===== src/hw/nbs_pkg.sv =====
// package for the bridge window setup and translation register bank
package nbs_pkg;
	// register byte offsets
	localparam logic [11:0] OFS_W2_XLATE = 12'h090;
	localparam logic [11:0] OFS_W3_CFG = 12'h094;
	localparam logic [11:0] OFS_W2_CFG = 12'h08c;
	localparam logic [11:0] OFS_W1_XLATE = 12'h088;
	// setup and translation register field positions
	localparam int SPACE_BIT = 0;
	localparam int ATYPE_LO = 1;
	localparam int PREFETCH_SELECT_BIT = 3;
	localparam int SIZE_LO = 4;
	localparam int SIZE_HI = 9;
	localparam int EN_BIT = 31;
	localparam int XLATE_LO = 4;
	// address type codes
	localparam logic [1:0] ATYPE_32 = 2'h0;
	localparam logic [1:0] ATYPE_64 = 2'h2;
	// power-up values
	localparam logic [31:0] CFG_RESET = 32'h0000_0000;
	localparam logic [31:0] XLATE_RESET = 32'h0000_0000;
	// axi response codes
	localparam logic [1:0] RESP_OKAY = 2'h0;
	localparam logic [1:0] RESP_SLVERR = 2'h2;

	// setup register fields
	typedef struct packed {
		logic enable;
		logic [20:0] rsvd;
		logic [5:0] size;
		logic prefetch_select;
		logic [1:0] addr_type;
		logic space_kind_select;
	} nbs_cfg_t;

	// window description handed to the translation datapath
	typedef struct packed {
		logic enable;
		logic space_io;
		logic is64;
		logic prefetch;
		logic [63:0] xlated_base;
	} nbs_win_t;
endpackage


===== src/hw/nbs_regs.sv =====
// bridge window setup and translated base registers behind an axi4-lite slave
// Function
// - cleared enable bit disables the window and zeroes its window output
// - setup and translated base survive hot and fundamental reset, zero at power-up
// - window 2 translated base is bits 31:4, low four bits read zero
// - 64-bit window 2 base takes upper 32 bits from window 1 translated base
// - memory plus 64-bit window 2 turns window 3 off, its window output zero
// - window 3 setup reads zero and ignores writes while window 2 is 64-bit
// - window 3 space select: 0 memory, 1 i/o
// - address type forced zero when space select says i/o
// - window 3 address type supports only 32-bit code zero
// - prefetch select: 0 non-prefetchable, 1 prefetchable
// - window 2 address type 2 means 64-bit, 0 means 32-bit
//
// Our own choice: the AXI4-Lite interface to the registers.
`timescale 1ns/1ps
module nbs_regs #(
	parameter int ADDR_W = 12
) (
	// clock and resets
	input wire logic clk_in,
	input wire logic nrst_in,
	input wire logic npwr_on_rst_in,
	input wire logic hot_rst_in,
	// axi4-lite write address and data
	input wire logic [ADDR_W-1:0] s_axi_awaddr_in,
	input wire logic s_axi_awvalid_in,
	output logic s_axi_awready_out,
	input wire logic [31:0] s_axi_wdata_in,
	input wire logic [3:0] s_axi_wstrb_in,
	input wire logic s_axi_wvalid_in,
	output logic s_axi_wready_out,
	// axi4-lite write response
	output logic [1:0] s_axi_bresp_out,
	output logic s_axi_bvalid_out,
	input wire logic s_axi_bready_in,
	// axi4-lite read
	input wire logic [ADDR_W-1:0] s_axi_araddr_in,
	input wire logic s_axi_arvalid_in,
	output logic s_axi_arready_out,
	output logic [31:0] s_axi_rdata_out,
	output logic [1:0] s_axi_rresp_out,
	output logic s_axi_rvalid_out,
	input wire logic s_axi_rready_in,
	// window state for the translation datapath
	output nbs_pkg::nbs_win_t win2_out,
	output nbs_pkg::nbs_win_t win3_out
);
	// refuse address widths too narrow for the register map
	if (ADDR_W < 12) begin : g_addr_w_check
		$error("nbs_regs: ADDR_W must be at least 12");
	end

	// reset release synchroniser
	logic [1:0] rst_sync_q;
	logic rst_n;
	always_ff @(posedge clk_in or negedge nrst_in) begin
		if (!nrst_in) begin
			rst_sync_q <= 2'h0;
		end else begin
			rst_sync_q <= {rst_sync_q[0], 1'b1};
		end
	end
	assign rst_n = rst_sync_q[1];

	// stored configuration
	nbs_pkg::nbs_cfg_t w2_cfg_q, w2_cfg_d, w3_cfg_q, w3_cfg_d;
	logic [31:0] w1_xl_q, w1_xl_d, w2_xl_q, w2_xl_d;
	// bus state
	logic aw_got_q, aw_got_d, w_got_q, w_got_d, bvalid_q, bvalid_d;
	logic awready_q, wready_q;
	logic [ADDR_W-1:0] awaddr_q, awaddr_d;
	logic [31:0] wdata_q, wdata_d;
	logic [3:0] wstrb_q, wstrb_d;
	logic [1:0] bresp_q, bresp_d, rresp_q, rresp_d;
	logic rvalid_q, rvalid_d, arready_q, arready_d;
	logic [31:0] rdata_q, rdata_d;
	nbs_pkg::nbs_win_t win2_q, win2_d, win3_q, win3_d;

	// window 2 decodes as 64-bit memory
	logic w2_is64;
	assign w2_is64 = !w2_cfg_q.space_kind_select &&
		(w2_cfg_q.addr_type == nbs_pkg::ATYPE_64);

	// byte-lane merge
	function automatic logic [31:0] merge(input logic [31:0] old, input logic [31:0] nw,
		input logic [3:0] strb);
		logic [31:0] r;
		r = old;
		for (int i = 0; i < 4; i++) begin
			if (strb[i]) begin
				r[i*8 +: 8] = nw[i*8 +: 8];
			end
		end
		return r;
	endfunction

	// legalise a setup value before storing it
	function automatic nbs_pkg::nbs_cfg_t legal_cfg(input logic [31:0] v, input logic only32);
		nbs_pkg::nbs_cfg_t c;
		c = nbs_pkg::nbs_cfg_t'(v);
		c.rsvd = '0;
		if (c.space_kind_select) begin
			c.addr_type = nbs_pkg::ATYPE_32;
		end
		if (only32) begin
			c.addr_type = nbs_pkg::ATYPE_32;
		end else if (c.addr_type[0]) begin
			c.addr_type = nbs_pkg::ATYPE_32;
		end
		return c;
	endfunction

	// write channel and register updates
	logic wr_fire;
	logic [31:0] wr_val;
	assign wr_fire = aw_got_q && w_got_q && !bvalid_q;
	always_comb begin
		aw_got_d = aw_got_q;
		w_got_d = w_got_q;
		awaddr_d = awaddr_q;
		wdata_d = wdata_q;
		wstrb_d = wstrb_q;
		bvalid_d = bvalid_q;
		bresp_d = bresp_q;
		w1_xl_d = w1_xl_q;
		w2_xl_d = w2_xl_q;
		w2_cfg_d = w2_cfg_q;
		w3_cfg_d = w3_cfg_q;
		wr_val = 32'h0000_0000;
		if (s_axi_awvalid_in && awready_q) begin // taken only while ready shows
			aw_got_d = 1'b1;
			awaddr_d = s_axi_awaddr_in;
		end
		if (s_axi_wvalid_in && wready_q) begin // taken only while ready shows
			w_got_d = 1'b1;
			wdata_d = s_axi_wdata_in;
			wstrb_d = s_axi_wstrb_in;
		end
		if (wr_fire) begin
			aw_got_d = 1'b0;
			w_got_d = 1'b0;
			bvalid_d = 1'b1;
			bresp_d = nbs_pkg::RESP_OKAY;
			unique case (awaddr_q[11:0])
				nbs_pkg::OFS_W1_XLATE: begin
					wr_val = merge(w1_xl_q, wdata_q, wstrb_q);
					w1_xl_d = {wr_val[31:nbs_pkg::XLATE_LO], 4'h0};
				end
				nbs_pkg::OFS_W2_XLATE: begin
					wr_val = merge(w2_xl_q, wdata_q, wstrb_q);
					w2_xl_d = {wr_val[31:nbs_pkg::XLATE_LO], 4'h0};
				end
				nbs_pkg::OFS_W2_CFG: begin
					wr_val = merge(w2_cfg_q, wdata_q, wstrb_q);
					w2_cfg_d = legal_cfg(wr_val, 1'b0);
				end
				nbs_pkg::OFS_W3_CFG: begin
					wr_val = merge(w3_cfg_q, wdata_q, wstrb_q);
					if (!w2_is64) begin
						w3_cfg_d = legal_cfg(wr_val, 1'b1);
					end
				end
				default: begin
					bresp_d = nbs_pkg::RESP_SLVERR;
				end
			endcase
			if ((awaddr_q >> 12) != '0) begin
				bresp_d = nbs_pkg::RESP_SLVERR;
			end
		end
		if (bvalid_q && s_axi_bready_in) begin
			bvalid_d = 1'b0;
		end
	end

	// read channel
	always_comb begin
		arready_d = 1'b0;
		rvalid_d = rvalid_q;
		rdata_d = rdata_q;
		rresp_d = rresp_q;
		if (rvalid_q && s_axi_rready_in) begin
			rvalid_d = 1'b0;
		end
		if (s_axi_arvalid_in && !rvalid_q && !arready_q) begin
			arready_d = 1'b1;
			rvalid_d = 1'b1;
			rresp_d = nbs_pkg::RESP_OKAY;
			unique case (s_axi_araddr_in[11:0])
				nbs_pkg::OFS_W1_XLATE: rdata_d = w1_xl_q;
				nbs_pkg::OFS_W2_XLATE: rdata_d = w2_xl_q;
				nbs_pkg::OFS_W2_CFG: rdata_d = w2_cfg_q;
				nbs_pkg::OFS_W3_CFG: rdata_d = w2_is64 ? 32'h0000_0000 : w3_cfg_q;
				default: begin
					rdata_d = 32'h0000_0000;
					rresp_d = nbs_pkg::RESP_SLVERR;
				end
			endcase
			if ((s_axi_araddr_in >> 12) != '0) begin
				rdata_d = 32'h0000_0000;
				rresp_d = nbs_pkg::RESP_SLVERR;
			end
		end
	end

	// window outputs for the translation datapath
	always_comb begin
		win2_d = '0;
		win3_d = '0;
		if (w2_cfg_q.enable) begin
			win2_d.enable = 1'b1;
			win2_d.space_io = w2_cfg_q.space_kind_select;
			win2_d.is64 = w2_is64;
			win2_d.prefetch = w2_cfg_q.prefetch_select;
			win2_d.xlated_base = {w2_is64 ? w1_xl_q : 32'h0000_0000, w2_xl_q};
		end
		if (w3_cfg_q.enable && !w2_is64) begin
			win3_d.enable = 1'b1;
			win3_d.space_io = w3_cfg_q.space_kind_select;
			win3_d.prefetch = w3_cfg_q.prefetch_select;
		end
	end

	// configuration keeps its value over hot and fundamental reset
	always_ff @(posedge clk_in or negedge npwr_on_rst_in) begin
		if (!npwr_on_rst_in) begin
			w1_xl_q <= nbs_pkg::XLATE_RESET;
			w2_xl_q <= nbs_pkg::XLATE_RESET;
			w2_cfg_q <= nbs_pkg::CFG_RESET;
			w3_cfg_q <= nbs_pkg::CFG_RESET;
		end else begin
			w1_xl_q <= w1_xl_d;
			w2_xl_q <= w2_xl_d;
			w2_cfg_q <= w2_cfg_d;
			w3_cfg_q <= w3_cfg_d;
		end
	end

	// bus and output registers follow the ordinary reset
	always_ff @(posedge clk_in or negedge rst_n) begin
		if (!rst_n) begin
			aw_got_q <= 1'b0;
			w_got_q <= 1'b0;
			awaddr_q <= '0;
			wdata_q <= 32'h0000_0000;
			wstrb_q <= 4'h0;
			bvalid_q <= 1'b0;
			bresp_q <= 2'h0;
			arready_q <= 1'b0;
			rvalid_q <= 1'b0;
			rdata_q <= 32'h0000_0000;
			rresp_q <= 2'h0;
			win2_q <= '0;
			win3_q <= '0;
		end else begin
			aw_got_q <= aw_got_d;
			w_got_q <= w_got_d;
			awaddr_q <= awaddr_d;
			wdata_q <= wdata_d;
			wstrb_q <= wstrb_d;
			bvalid_q <= bvalid_d;
			bresp_q <= bresp_d;
			arready_q <= arready_d;
			rvalid_q <= rvalid_d;
			rdata_q <= rdata_d;
			rresp_q <= rresp_d;
			win2_q <= win2_d;
			win3_q <= win3_d;
		end
	end

	// hot reset is accepted but leaves the configuration alone
	logic hot_seen_q;
	always_ff @(posedge clk_in or negedge rst_n) begin
		if (!rst_n) begin
			hot_seen_q <= 1'b0;
		end else begin
			hot_seen_q <= hot_rst_in;
		end
	end

	// ready flags are flops: space free for a new beat, low during reset
	always_ff @(posedge clk_in or negedge rst_n) begin
		if (!rst_n) begin
			awready_q <= 1'b0;
			wready_q <= 1'b0;
		end else begin
			awready_q <= !aw_got_d;
			wready_q <= !w_got_d;
		end
	end

	assign s_axi_awready_out = awready_q;
	assign s_axi_wready_out = wready_q;
	assign s_axi_bvalid_out = bvalid_q;
	assign s_axi_bresp_out = bresp_q;
	assign s_axi_arready_out = arready_q;
	assign s_axi_rvalid_out = rvalid_q;
	assign s_axi_rdata_out = rdata_q;
	assign s_axi_rresp_out = rresp_q;
	assign win2_out = win2_q;
	assign win3_out = win3_q;
endmodule


===== config.mk =====
export PLATFORM = sky130hd
export DESIGN_NAME = nbs_regs
export DESIGN_NICKNAME = d
export VERILOG_FILES = /design/src/hw/nbs_pkg.sv /design/src/hw/nbs_regs.sv
export SDC_FILE = /design/constraint.sdc
export NUM_CORES = 1
export LEC_CHECK = 0
export ABC_AREA = 1
export BUFFER_PORTS_ARGS = -buffer_cell sky130_fd_sc_hd__buf_4
export CORE_MARGIN = 5
export CORE_UTILIZATION = 31
export DETAILED_ROUTE_END_ITERATION = 16
export PLACE_DENSITY = 0.48
export SLEW_MARGIN = 40
export SYNTH_ARGS = -nofsm -noshare
export SYNTH_HDL_FRONTEND = slang
export SYNTH_SLANG_ARGS = --single-unit

===== constraint.sdc =====
create_clock -name clk_in -period 13.4 [get_ports clk_in]
set_input_delay 1.34 -clock clk_in [delete_from_list [all_inputs] [get_ports clk_in]]
set_output_delay 1.34 -clock clk_in [all_outputs]
set_load 0.05 [all_outputs]

==> impl_results.md, run 1 <==
- Status: complete, no violations
- CTS H-Tree Depth: 1
- CP required: 13860 ps
- Layout cells sized above 1: 20.44%
- Hold-fix buffers, CTS: 0
- Slew margin rel.: 48.71%
- WL final: 25560 um
- Initial core utilization: 31.36%
- VDD IR max: 103.0 uV
- Switching Fraction: 30.77%
- CP Cell Sequence: buf_4 > nor2_1 > nand2_1 > nor2_2 > nand2_2 > nor2_1 > o21ai_0 > nand2_1
- DP Worst Slack: 9837 ps
- Height of the chip: 188.7 um
- Ant. Diodes: 0
- Syn avg cell area: 8.819 um^2
- Yosys warns: 0
- DRT antenna net count: 0
- Global-route wire length before repair: 40290 um
- Layout area overhead: 22.76%
- Worst-skew pair later-pin latency: 520 ps
- Total track usage: 14.18%
- Initial DRT Pass Iterations: 7
- Fin crit share: 22.31%
- Worst flop-to-flop path startpoint: awaddr_q[1]
- Register area share after synthesis: 57.66%
- R2R setup slack: 11630 ps
- CTS buffer count: 27
- DIE WIDTH: 188.7 um
- Core area: 31560 um^2
- R2R depth: 6
- TritonCTS Sinks: 228
- Unrepaired setup endpoints after global routing: false
- Vias: 7041
- Setup_tns: 0 ps
- Vias in the first global route: 7011
- R2R Path End: w2_xl_q[16]
- CTS clk-pin slew, worst paths: 60 ps
- Die footprint: 35590 um^2
- Num ports: 246
- Hpwl dp: 17640 um
- Period minus WS final: 2989 ps
- Clk root buf: clkbuf_16
- Unique cell type count in the Yosys netlist: 31
- CP startpoint kind: input pin
- Part of the power in the clock network: 38.9%
- Switching Power: 580.3 uW
- Worst Setup End Kind: flip-flop
- WP buf/inv: 1
- Routed vias/inst: 4.110
- GPL Wtd Cong: 0.7893
- Worst hold margin: 324.3 ps
- WL per Instance: 14.92 um
- FF+latch count, synth: 228
- Leak: 0.006700 uW
- Hold crit path type: flip-flop to async pin
- # DRC: 0
- Most common cell after layout, fill and taps aside: nand2_1
- CP Class: input pin to flip-flop
- Worst path slowest cell: nor2_2
- MaxCap Viol Count: 0
- CP arrival: 3440 ps
- Grt total ovfl: 0
- Max Clk Rate: 334.5 MHz
- TritonCTS clock tree: yes
- Final setup vio count: 0
- Final hold viol count: 0
- FP Rows: 65
- Reg power frac: 44.0%
- Clock skew: 12.36 ps
- Post-Syn Instances: 1122
- Gate power share: 17.1%
- Power Internal: 1306 uW
- Initial antenna violation count: 0
- Largest net degree at the start of global routing: 75
- First DRT Iteration DRCs: 320
- Post-layout net count: 1360
- Post-cts sizing count: 0
- Final WS setup: 10410 ps
- Most frequent cells in the layout: 274 x nand2_1, 226 x dfrtp_1, 173 x buf_4, 170 x inv_1, 127 x o21ai_0
- Slew Limit Fails: 0
- CP max FO: 22
- Post-Syn Area: 9894 um^2
- Worst-Margin Slew: 768.6 ps
- Power per cell area: 155.3 nW/um^2
- Postcts setup bufs: 0
- Longest Clk Path Bufs: 3
- Cell family with most CP delay: simple AND/OR/NAND/NOR gates
- Max stage delay on crit path: 660 ps
- Port-buffer cells: 168
## metal layers
metal  vias up  part of all wire [%]  global-route usage, %
li1       3583                     -                      -
met1      3243                    46                  19.51
met2       186                    47                  23.39
met3        29                   5.9                  2.816
met4         0                   1.6                  3.027
met5         -                     0                      0
## stage by stage
step / area, um^2 / util, % / instances / power (uW)
detailed placement: 11240 / 35.61 / 1664 / 1170
floorplan: 10180 / - / 1197 / 1087
CTS: 12140 / 38.49 / 1713 / 1919
finish: 12150 / 38.49 / 1713 / 1886
global route: 12150 / 38.49 / 1713 / 1996
global placement: 11220 / 35.57 / 1664 / 1164
## cell usage after synthesis (all sizes together)
| cell | count | area (um^2) |
|---|---|---|
| conb | 2 | 7.510 |
| nand2 | 283 | 1087 |
| a31oi | 2 | 12.51 |
| o31ai | 1 | 7.510 |
| buf | 91 | 700.7 |
| o21bai | 1 | 7.510 |
| clkinv | 2 | 7.510 |
| nand3b | 3 | 22.52 |
| inv | 180 | 675.7 |
| o21ai | 146 | 753.2 |
| clkbuf | 19 | 71.32 |
| dfrtp | 228 | 5705 |
| nor2 | 121 | 580.6 |
| nand3 | 37 | 197.7 |
| o21a | 1 | 7.510 |
| nor3 | 3 | 37.53 |
| nand4 | 2 | 12.51 |
## area by class of cell
cell class	instances	area, um^2
Inverter	182	683.2
Timing Repair Buffer	175	1324
Sequential cell	228	5710
Fill cell	3311	19410
Tap cell	402	503.0
Multi-Input combinational cell	677	3018
Clock inverter	12	115.1
Clock buffer	37	793.3
## kinds of logic after synthesis
logic type / share of synthesized area (%)
buf+inv: 14.71
simple gates: 19.59
other cells: 0.07590
flops: 57.66
compound gates: 7.967
## power by group through the flow
stage / Clock [uW] / Combinational, uW / Sequential, uW
floorplan: 0 / 226 / 862
global placement: 0 / 323 / 841
detailed placement: 0 / 327 / 843
CTS: 759 / 329 / 831
global route: 788 / 365 / 843
finish: 734 / 322 / 830
## flip-flops by register name (all words and copies together), names as in the netlist
register	count
s_axi_wready_out	1
w_got_q	1
s_axi_bvalid_out	1
wstrb_q	4
win3_out	3
s_axi_rdata_out	31
w3_cfg_q	9
s_axi_rresp_out	1
s_axi_rvalid_out	1
s_axi_awready_out	1
w2_cfg_q	10
wdata_q	32
awaddr_q	12
w1_xl_q	28
s_axi_arready_out	1
rst_sync_q	2
s_axi_bresp_out	1
aw_got_q	1
w2_xl_q	28
win2_out	60
## worst max path at each step
stage,start,to,slack (ps),cells past startpoint
5_1_grt,s_axi_araddr_in[11],s_axi_rdata_out[13],10170,8
3_5_place_dp,s_axi_araddr_in[9],s_axi_rdata_out[21],9840,8
4_1_cts,s_axi_araddr_in[9],s_axi_rdata_out[21],10370,8
6_report,s_axi_araddr_in[9],s_axi_rdata_out[21],10410,8
2_1_floorplan,rst_sync_q[1],aw_got_q,8820,0
3_3_place_gp,s_axi_araddr_in[11],s_axi_rdata_out[21],9860,8
(Power assumes the default switching activity.)
==> inputs of run 2 (changes only) <==
==> constraint.sdc (replaced) <==
create_clock -name clk_in -period 2.8 [get_ports clk_in]
set_input_delay 0.28 -clock clk_in [delete_from_list [all_inputs] [get_ports clk_in]]
set_output_delay 0.28 -clock clk_in [all_outputs]
set_load 0.05 [all_outputs]
==> run 2 against run 1 <==
Compared with the run above:
- power rose to 5.0 times the previous value
- hold slack got worse by 310 ps
- routed wire length up 2.0%
- worst setup slack worse by 9400 ps
- via count is 3.8% higher
==> impl_results.md, run 2 (synthesized netlist as in run 1, its figures left out) <==
- R2R depth: 6 (unchanged)
- Filler cell count: 3267 (was 3311)
- Max reg flops: 60 (unchanged)
- R2R Path End: w2_xl_q[23] (was w2_xl_q[16])
- Hpwl dp: 18000 um (was 17640 um)
- Power per cell area: 732.7 nW/um^2 (was 155.3 nW/um^2)
- MaxCap Viol Count: 0 (unchanged)
- CP startpoint kind: flip-flop (was input pin)
- Post-layout net count: 1415 (was 1360)
- Die footprint: 35590 um^2 (unchanged)
- CP required: 3190 ps (was 13860 ps)
- DRT antenna net count: 0 (unchanged)
- CP arrival: 2170 ps (was 3440 ps)
- Ant. Diodes: 0 (unchanged)
- Hold Path End: wdata_q[31]
- Layout area overhead: 29.07% (was 22.76%)
- Layout cells sized above 1: 19.62% (was 20.44%)
- Post-cts sizing count: 0 (unchanged)
- Period minus WS final: 1779 ps
- Largest net degree at the start of global routing: 90 (was 75)
- VDD IR max: 473.7 uV (was 103.0 uV)
- Worst flop-to-flop path startpoint: awaddr_q[9] (was awaddr_q[1])
- Unrepaired setup endpoints after global routing: false (unchanged)
- Slew Limit Fails: 0 (unchanged)
- CTS clk-pin slew, worst paths: 60 ps (about the same)
- Most common cell after layout, fill and taps aside: nand2_1 (unchanged)
- Register Area: 5710 um^2 (unchanged)
- Clock skew: 8.765 ps (was 12.36 ps)
- First DRT Iteration DRCs: 458 (was 320)
- Initial DRT Pass Iterations: 4 (was 7)
- # DRC: 0 (unchanged)
- Longest Clk Path Bufs: 3 (unchanged)
- Num ports: 246 (unchanged)
- Placed Area: 11300 um^2 (was 11240 um^2)
- Status: complete, no violations (unchanged)
- Multi-input logic area: 3015 um^2 (was 3018 um^2)
- Initial antenna violation count: 0 (unchanged)
- Clk root buf: clkbuf_16 (unchanged)
- CTS buffer count: 26 (was 27)
- Total track usage: 14.36% (was 14.18%)
- Fin crit share: 63.54%
- Global-route wire length before repair: 41190 um (was 40290 um)
- Port-buffer cells: 168 (unchanged)
- TritonCTS Sinks: 228 (unchanged)
- CP Class: flip-flop to flip-flop (was input pin to flip-flop)
- Postcts setup bufs: 0 (unchanged)
- Height of the chip: 188.7 um (unchanged)
- CP max FO: 16 (was 22)
- Worst hold path stage count: 3
- FP Rows: 65 (unchanged)
- R2R setup slack: 1020 ps (was 11630 ps)
- Core area: 31560 um^2 (unchanged)
- Max Clk Rate: 562.1 MHz
- TritonCTS clock tree: yes (unchanged)
- WL final: 26070 um (was 25560 um)
- Vias in the first global route: 7321 (was 7011)
- HP Start: s_axi_wdata_in[31]
- CTS H-Tree Depth: 1 (unchanged)
- Worst Setup End Kind: flip-flop (unchanged)
- Worst-skew pair later-pin latency: 520 ps (about the same)
- Slew margin rel.: 56.29% (was 48.71%)
- Most frequent cells in the layout: 275 x nand2_1, 226 x dfrtp_1, 177 x buf_4, 171 x inv_1, 127 x o21ai_0 (was 274 x nand2_1, 226 x dfrtp_1, 173 x buf_4, 170 x inv_1, 127 x o21ai_0)
- Grt total ovfl: 0 (unchanged)
- Routed vias/inst: 4.133 (was 4.110)
- DIE WIDTH: 188.7 um (unchanged)
- Worst-Margin Slew: 655.7 ps (was 768.6 ps)
- WL per Instance: 14.74 um (was 14.92 um)
- Vias: 7308 (was 7041)
- Leak: 0.006966 uW (was 0.006700 uW)
- Hold crit path type: input pin to flip-flop (was flip-flop to async pin)
- Final setup vio count: 0 (unchanged)
- Final hold viol count: 0 (unchanged)
- Setup_tns: 0 ps (unchanged)
- GPL Wtd Cong: 0.7721 (was 0.7893)
- Final Cell Area: 12770 um^2 (was 12150 um^2)
- Initial core utilization: 31.36% (unchanged)
- Hold-fix buffers, CTS: 51 (was 0)
==> run 2: cell types whose count changed in the layout (fill, tap and decap cells not counted), sizes merged <==
| cell | before | now |
|---|---|---|
| clkinv | 9 | 5 |
| inv | 181 | 182 |
| clkinvlp | 2 | 1 |
| buf | 174 | 180 |
| bufinv | 2 | 5 |
| dlygate4sd3 | 0 | 51 |
| clkbuf | 38 | 37 |
==> run 2: area by class of cell <==
cell class / count / share of cell area [%]
sequential: 228 / 44.71
multi-input combinational: 677 / 23.61
timing repair buffer: 231 / 14.87
clock buffer: 37 / 6.055
inverter: 182 / 5.349
tap: 402 / 3.938
clock inverter: 11 / 1.460
==> run 2: worst max-delay path by stage <==
stage / startpoint / endpoint / cells past startpoint
floorplan: rst_sync_q[1] / aw_got_q / 0
global placement: s_axi_araddr_in[1] / s_axi_rresp_out[1] / 7
detailed placement: s_axi_araddr_in[1] / s_axi_rdata_out[26] / 8
CTS: awaddr_q[9] / w2_xl_q[23] / 6
global route: awaddr_q[9] / w2_xl_q[21] / 7
finish: awaddr_q[9] / w2_xl_q[23] / 6
==> run 2: critical path, cell delays in order (launching register included) <==
cell     delay, ps
dfrtp_1        380
nor2_1         110
nand2_1        170
inv_1          150
nand2_2        280
nor2_4         400
o21ai_0        140
==> run 2: power by group <==
part / internal [uW] / switching, uW / total, uW
combinational: 435 / 1200 / 1630
sequential: 3720 / 239 / 3960
clock: 2380 / 1380 / 3760
==> run 2: through the flow <==
stage / setup WS (ps) / util, % / instances / hold WS (ps) / total power [uW]
after global routing: 774.9 / 40.47 / 1768 / 26.23 / 9854
after CTS: 975.0 / 40.47 / 1768 / 1.537 / 9498
after global placement: 827.3 / 35.81 / 1669 / 66.92 / 5591
after detailed placement: 797.0 / 35.81 / 1669 / 66.14 / 5617
final: 1021 / 40.47 / 1768 / 13.77 / 9358
after floorplan: 264.3 / - / 1197 / -15.59 / 5202
==> run 2: metal layers <==
layer,vias up,GRT usage (%),share of wire [%]
met2,169,24.24,48
met1,3406,19.50,45
met3,34,2.297,4.8
met5,-,0,0
li1,3699,-,-
met4,0,3.391,1.9
==> inputs of run 3 (changes only) <==
==> constraint.sdc (replaced) <==
create_clock -name clk_in -period 1.7 [get_ports clk_in]
set_input_delay 0.17 -clock clk_in [delete_from_list [all_inputs] [get_ports clk_in]]
set_output_delay 0.17 -clock clk_in [all_outputs]
set_load 0.05 [all_outputs]
==> run 3 against run 2 <==
Compared with the run above:
- clock skew is 5.5 ps higher
- die area did not move
- flip-flop and latch count did not move
- core utilization grew 1.4 points
- combinational power increased by 78%
- worst setup slack got worse by 940 ps
- first-iteration DRC count decreased by 36%
- largest power group unchanged
==> impl_results.md, run 3 (synthesized netlist as in run 1, its figures left out) <==
- Multi-input logic area: 3074 um^2 (was 3015 um^2)
- FP Rows: 65 (unchanged)
- Hold Path End: awaddr_q[5] (was wdata_q[31])
- Max reg flops: 60 (unchanged)
- R2R Path End: w1_xl_q[13] (was w2_xl_q[23])
- CP startpoint kind: flip-flop (unchanged)
- Most common cell after layout, fill and taps aside: nand2_1 (unchanged)
- Ant. Diodes: 0 (unchanged)
- Total track usage: 14.54% (was 14.36%)
- Met2 Track Usage GR: 24.69% (was 24.24%)
- Vias: 7607 (was 7308)
- Post-layout net count: 1457 (was 1415)
- Period minus WS final: 1624 ps (was 1779 ps)
- Setup_tns: 0 ps (unchanged)
- GR Util met3: 2.093% (was 2.297%)
- Longest Clk Path Bufs: 3 (unchanged)
- Clock skew: 14.22 ps (was 8.765 ps)
- Worst hold margin: 73.44 ps (was 13.77 ps)
- Final Cell Area: 13200 um^2 (was 12770 um^2)
- M1 GR Usage: 19.90% (was 19.50%)
- Power per cell area: 1163 nW/um^2 (was 732.7 nW/um^2)
- Part of the power in the clock network: 38.4% (was 40.2%)
- Final setup vio count: 0 (unchanged)
- TritonCTS Sinks: 228 (unchanged)
- Switching Fraction: 31.18% (was 30.14%)
- Largest net degree at the start of global routing: 53 (was 90)
- Status: complete, no violations (unchanged)
- CP max FO: 8 (was 16)
- R2R depth: 9 (was 6)
- Height of the chip: 188.7 um (unchanged)
- Grt total ovfl: 0 (unchanged)
- Register Area: 5710 um^2 (unchanged)
- Initial core utilization: 31.36% (unchanged)
- Placed Area: 11590 um^2 (was 11300 um^2)
- DRT antenna net count: 0 (unchanged)
- DP Worst Slack: 51.20 ps (was 797.0 ps)
- TritonCTS clock tree: yes (unchanged)
- Port-buffer cells: 168 (unchanged)
- Leak: 0.007182 uW (was 0.006966 uW)
- Gate power share: 18.9% (was 17.5%)
- # DRC: 0 (unchanged)
- Routed vias/inst: 4.200 (was 4.133)
- Core area: 31560 um^2 (unchanged)
- Layout cells sized above 1: 22.29% (was 19.62%)
- Clk root buf: clkbuf_16 (unchanged)
- WL per Instance: 14.97 um (was 14.74 um)
- Worst hold path stage count: 5 (was 3)
- Most frequent cells in the layout: 274 x nand2_1, 226 x dfrtp_1, 204 x buf_4, 169 x inv_1, 124 x o21ai_0 (was 275 x nand2_1, 226 x dfrtp_1, 177 x buf_4, 171 x inv_1, 127 x o21ai_0)
- Global-route wire length before repair: 41720 um (was 41190 um)
- Layout area overhead: 33.43% (was 29.07%)
- Unrepaired setup endpoints after global routing: true (was false)
- DIE WIDTH: 188.7 um (unchanged)
- WL final: 27100 um (was 26070 um)
- Power Internal: 10570 uW (was 6537 uW)
- Filler cell count: 3208 (was 3267)
- Vias in the first global route: 7441 (was 7321)
- Initial antenna violation count: 0 (unchanged)
- Slew Limit Fails: 0 (unchanged)
- Reg power frac: 42.7% (was 42.3%)
- Worst-skew pair later-pin latency: 540 ps (was 520 ps)
- CTS clk-pin slew, worst paths: 60 ps (about the same)
- Fin crit share: 95.52% (was 63.54%)
- Worst flop-to-flop path startpoint: awaddr_q[0] (was awaddr_q[9])
- CTS buffer count: 27 (was 26)
- CP arrival: 2100 ps (was 2170 ps)
- Worst Setup End Kind: flip-flop (unchanged)
- Final WS setup: 76.15 ps (was 1021 ps)
- CP required: 2180 ps (was 3190 ps)
- First DRT Iteration DRCs: 291 (was 458)
- GR peak layer: met2 (unchanged)
- R2R setup slack: 80 ps (was 1020 ps)
- CTS H-Tree Depth: 1 (unchanged)
- CP Class: flip-flop to flip-flop (unchanged)
- Final hold viol count: 0 (unchanged)
- HP Start: s_axi_awvalid_in (was s_axi_wdata_in[31])
- MaxCap Viol Count: 0 (unchanged)
- Hpwl dp: 18860 um (was 18000 um)
- Switching Power: 4787 uW (was 2821 uW)
- GPL Wtd Cong: 0.7644 (was 0.7721)
- Max Clk Rate: 615.8 MHz (was 562.1 MHz)
- Hold crit path type: input pin to flip-flop (unchanged)
- Num ports: 246 (unchanged)
- Initial DRT Pass Iterations: 5 (was 4)
- Die footprint: 35590 um^2 (unchanged)
- VDD IR max: 822.2 uV (was 473.7 uV)
[run 3: cell count changes in the layout (fill, tap and decap cells not counted), moves of 2 or more]
cell	delta
clkbuf_8	+2
bufinv_16	-3
clkinv_2	+3
nor2_4	+5
buf_4	+27
o21ai_0	-3
dlygate4sd3_1	+3
nor2_1	-2
inv_2	+2
o21ai_1	+3
inv_1	-2
buf_12	+8
[run 3: how the worst max path moves through the flow]
stage | from | to | slack, ps | depth (start not counted)
final | awaddr_q[0] | w1_xl_q[13] | 80 | 9
after detailed placement | awaddr_q[11] | w1_xl_q[18] | 50 | 8
after global routing | s_axi_bvalid_out | w2_cfg_q[7] | -30 | 6
after floorplan | s_axi_bvalid_out | w1_xl_q[13] | 1 | 9
after global placement | awaddr_q[9] | w1_xl_q[27] | 70 | 8
after CTS | awaddr_q[11] | w1_xl_q[18] | 40 | 8
[run 3: timing repair]
item | CTS | global route
setup endpoints to repair | 0 | 52
buffers inserted | 0 | 8
gates resized for setup | 0 | 15
hold buffers | 54 | 0
endpoints found under the hold margin | 127 | 0
[run 3: per-stage QoR]
step                power [uW]  utilization, %  std cells
detailed placement        9364           36.72       1697
CTS                      15540           41.37       1801
finish                   15350           41.84       1811
global placement          9321           36.72       1697
floorplan                 8568               -       1197
global route             16230           41.84       1811
[run 3: power groups by stage]
| stage | clock network [uW] | registers [uW] | logic [uW] |
|---|---|---|---|
| finish | 5900 | 6560 | 2900 |
| global route | 6320 | 6650 | 3250 |
| CTS | 6130 | 6550 | 2860 |
| detailed placement | 0 | 6640 | 2720 |
| global placement | 0 | 6620 | 2700 |
| floorplan | 0 | 6790 | 1780 |
[run 3: metal layers]
layer	routed length (um)	up-vias
met3	1290	30
met5	0	-
met1	12150	3582
met2	13210	196
li1	-	3799
met4	446	0
[run 3: layout make-up]
type,count,area share (%)
Timing Repair Buffer,270,17.45
Inverter,182,5.174
Clock buffer,38,6.037
Tap cell,402,3.810
Multi-Input combinational cell,679,23.28
Sequential cell,228,43.25
Clock inverter,12,0.9951
[run 3: critical path: stages, from the launching register on]
cell and delay [ps]:
dfrtp_1 400, nor2_4 140, inv_2 60, nor3_4 260, nand2_8 170, nor2_8 150
buf_4 170, buf_4 120, o21ai_2 50, inv_2 40
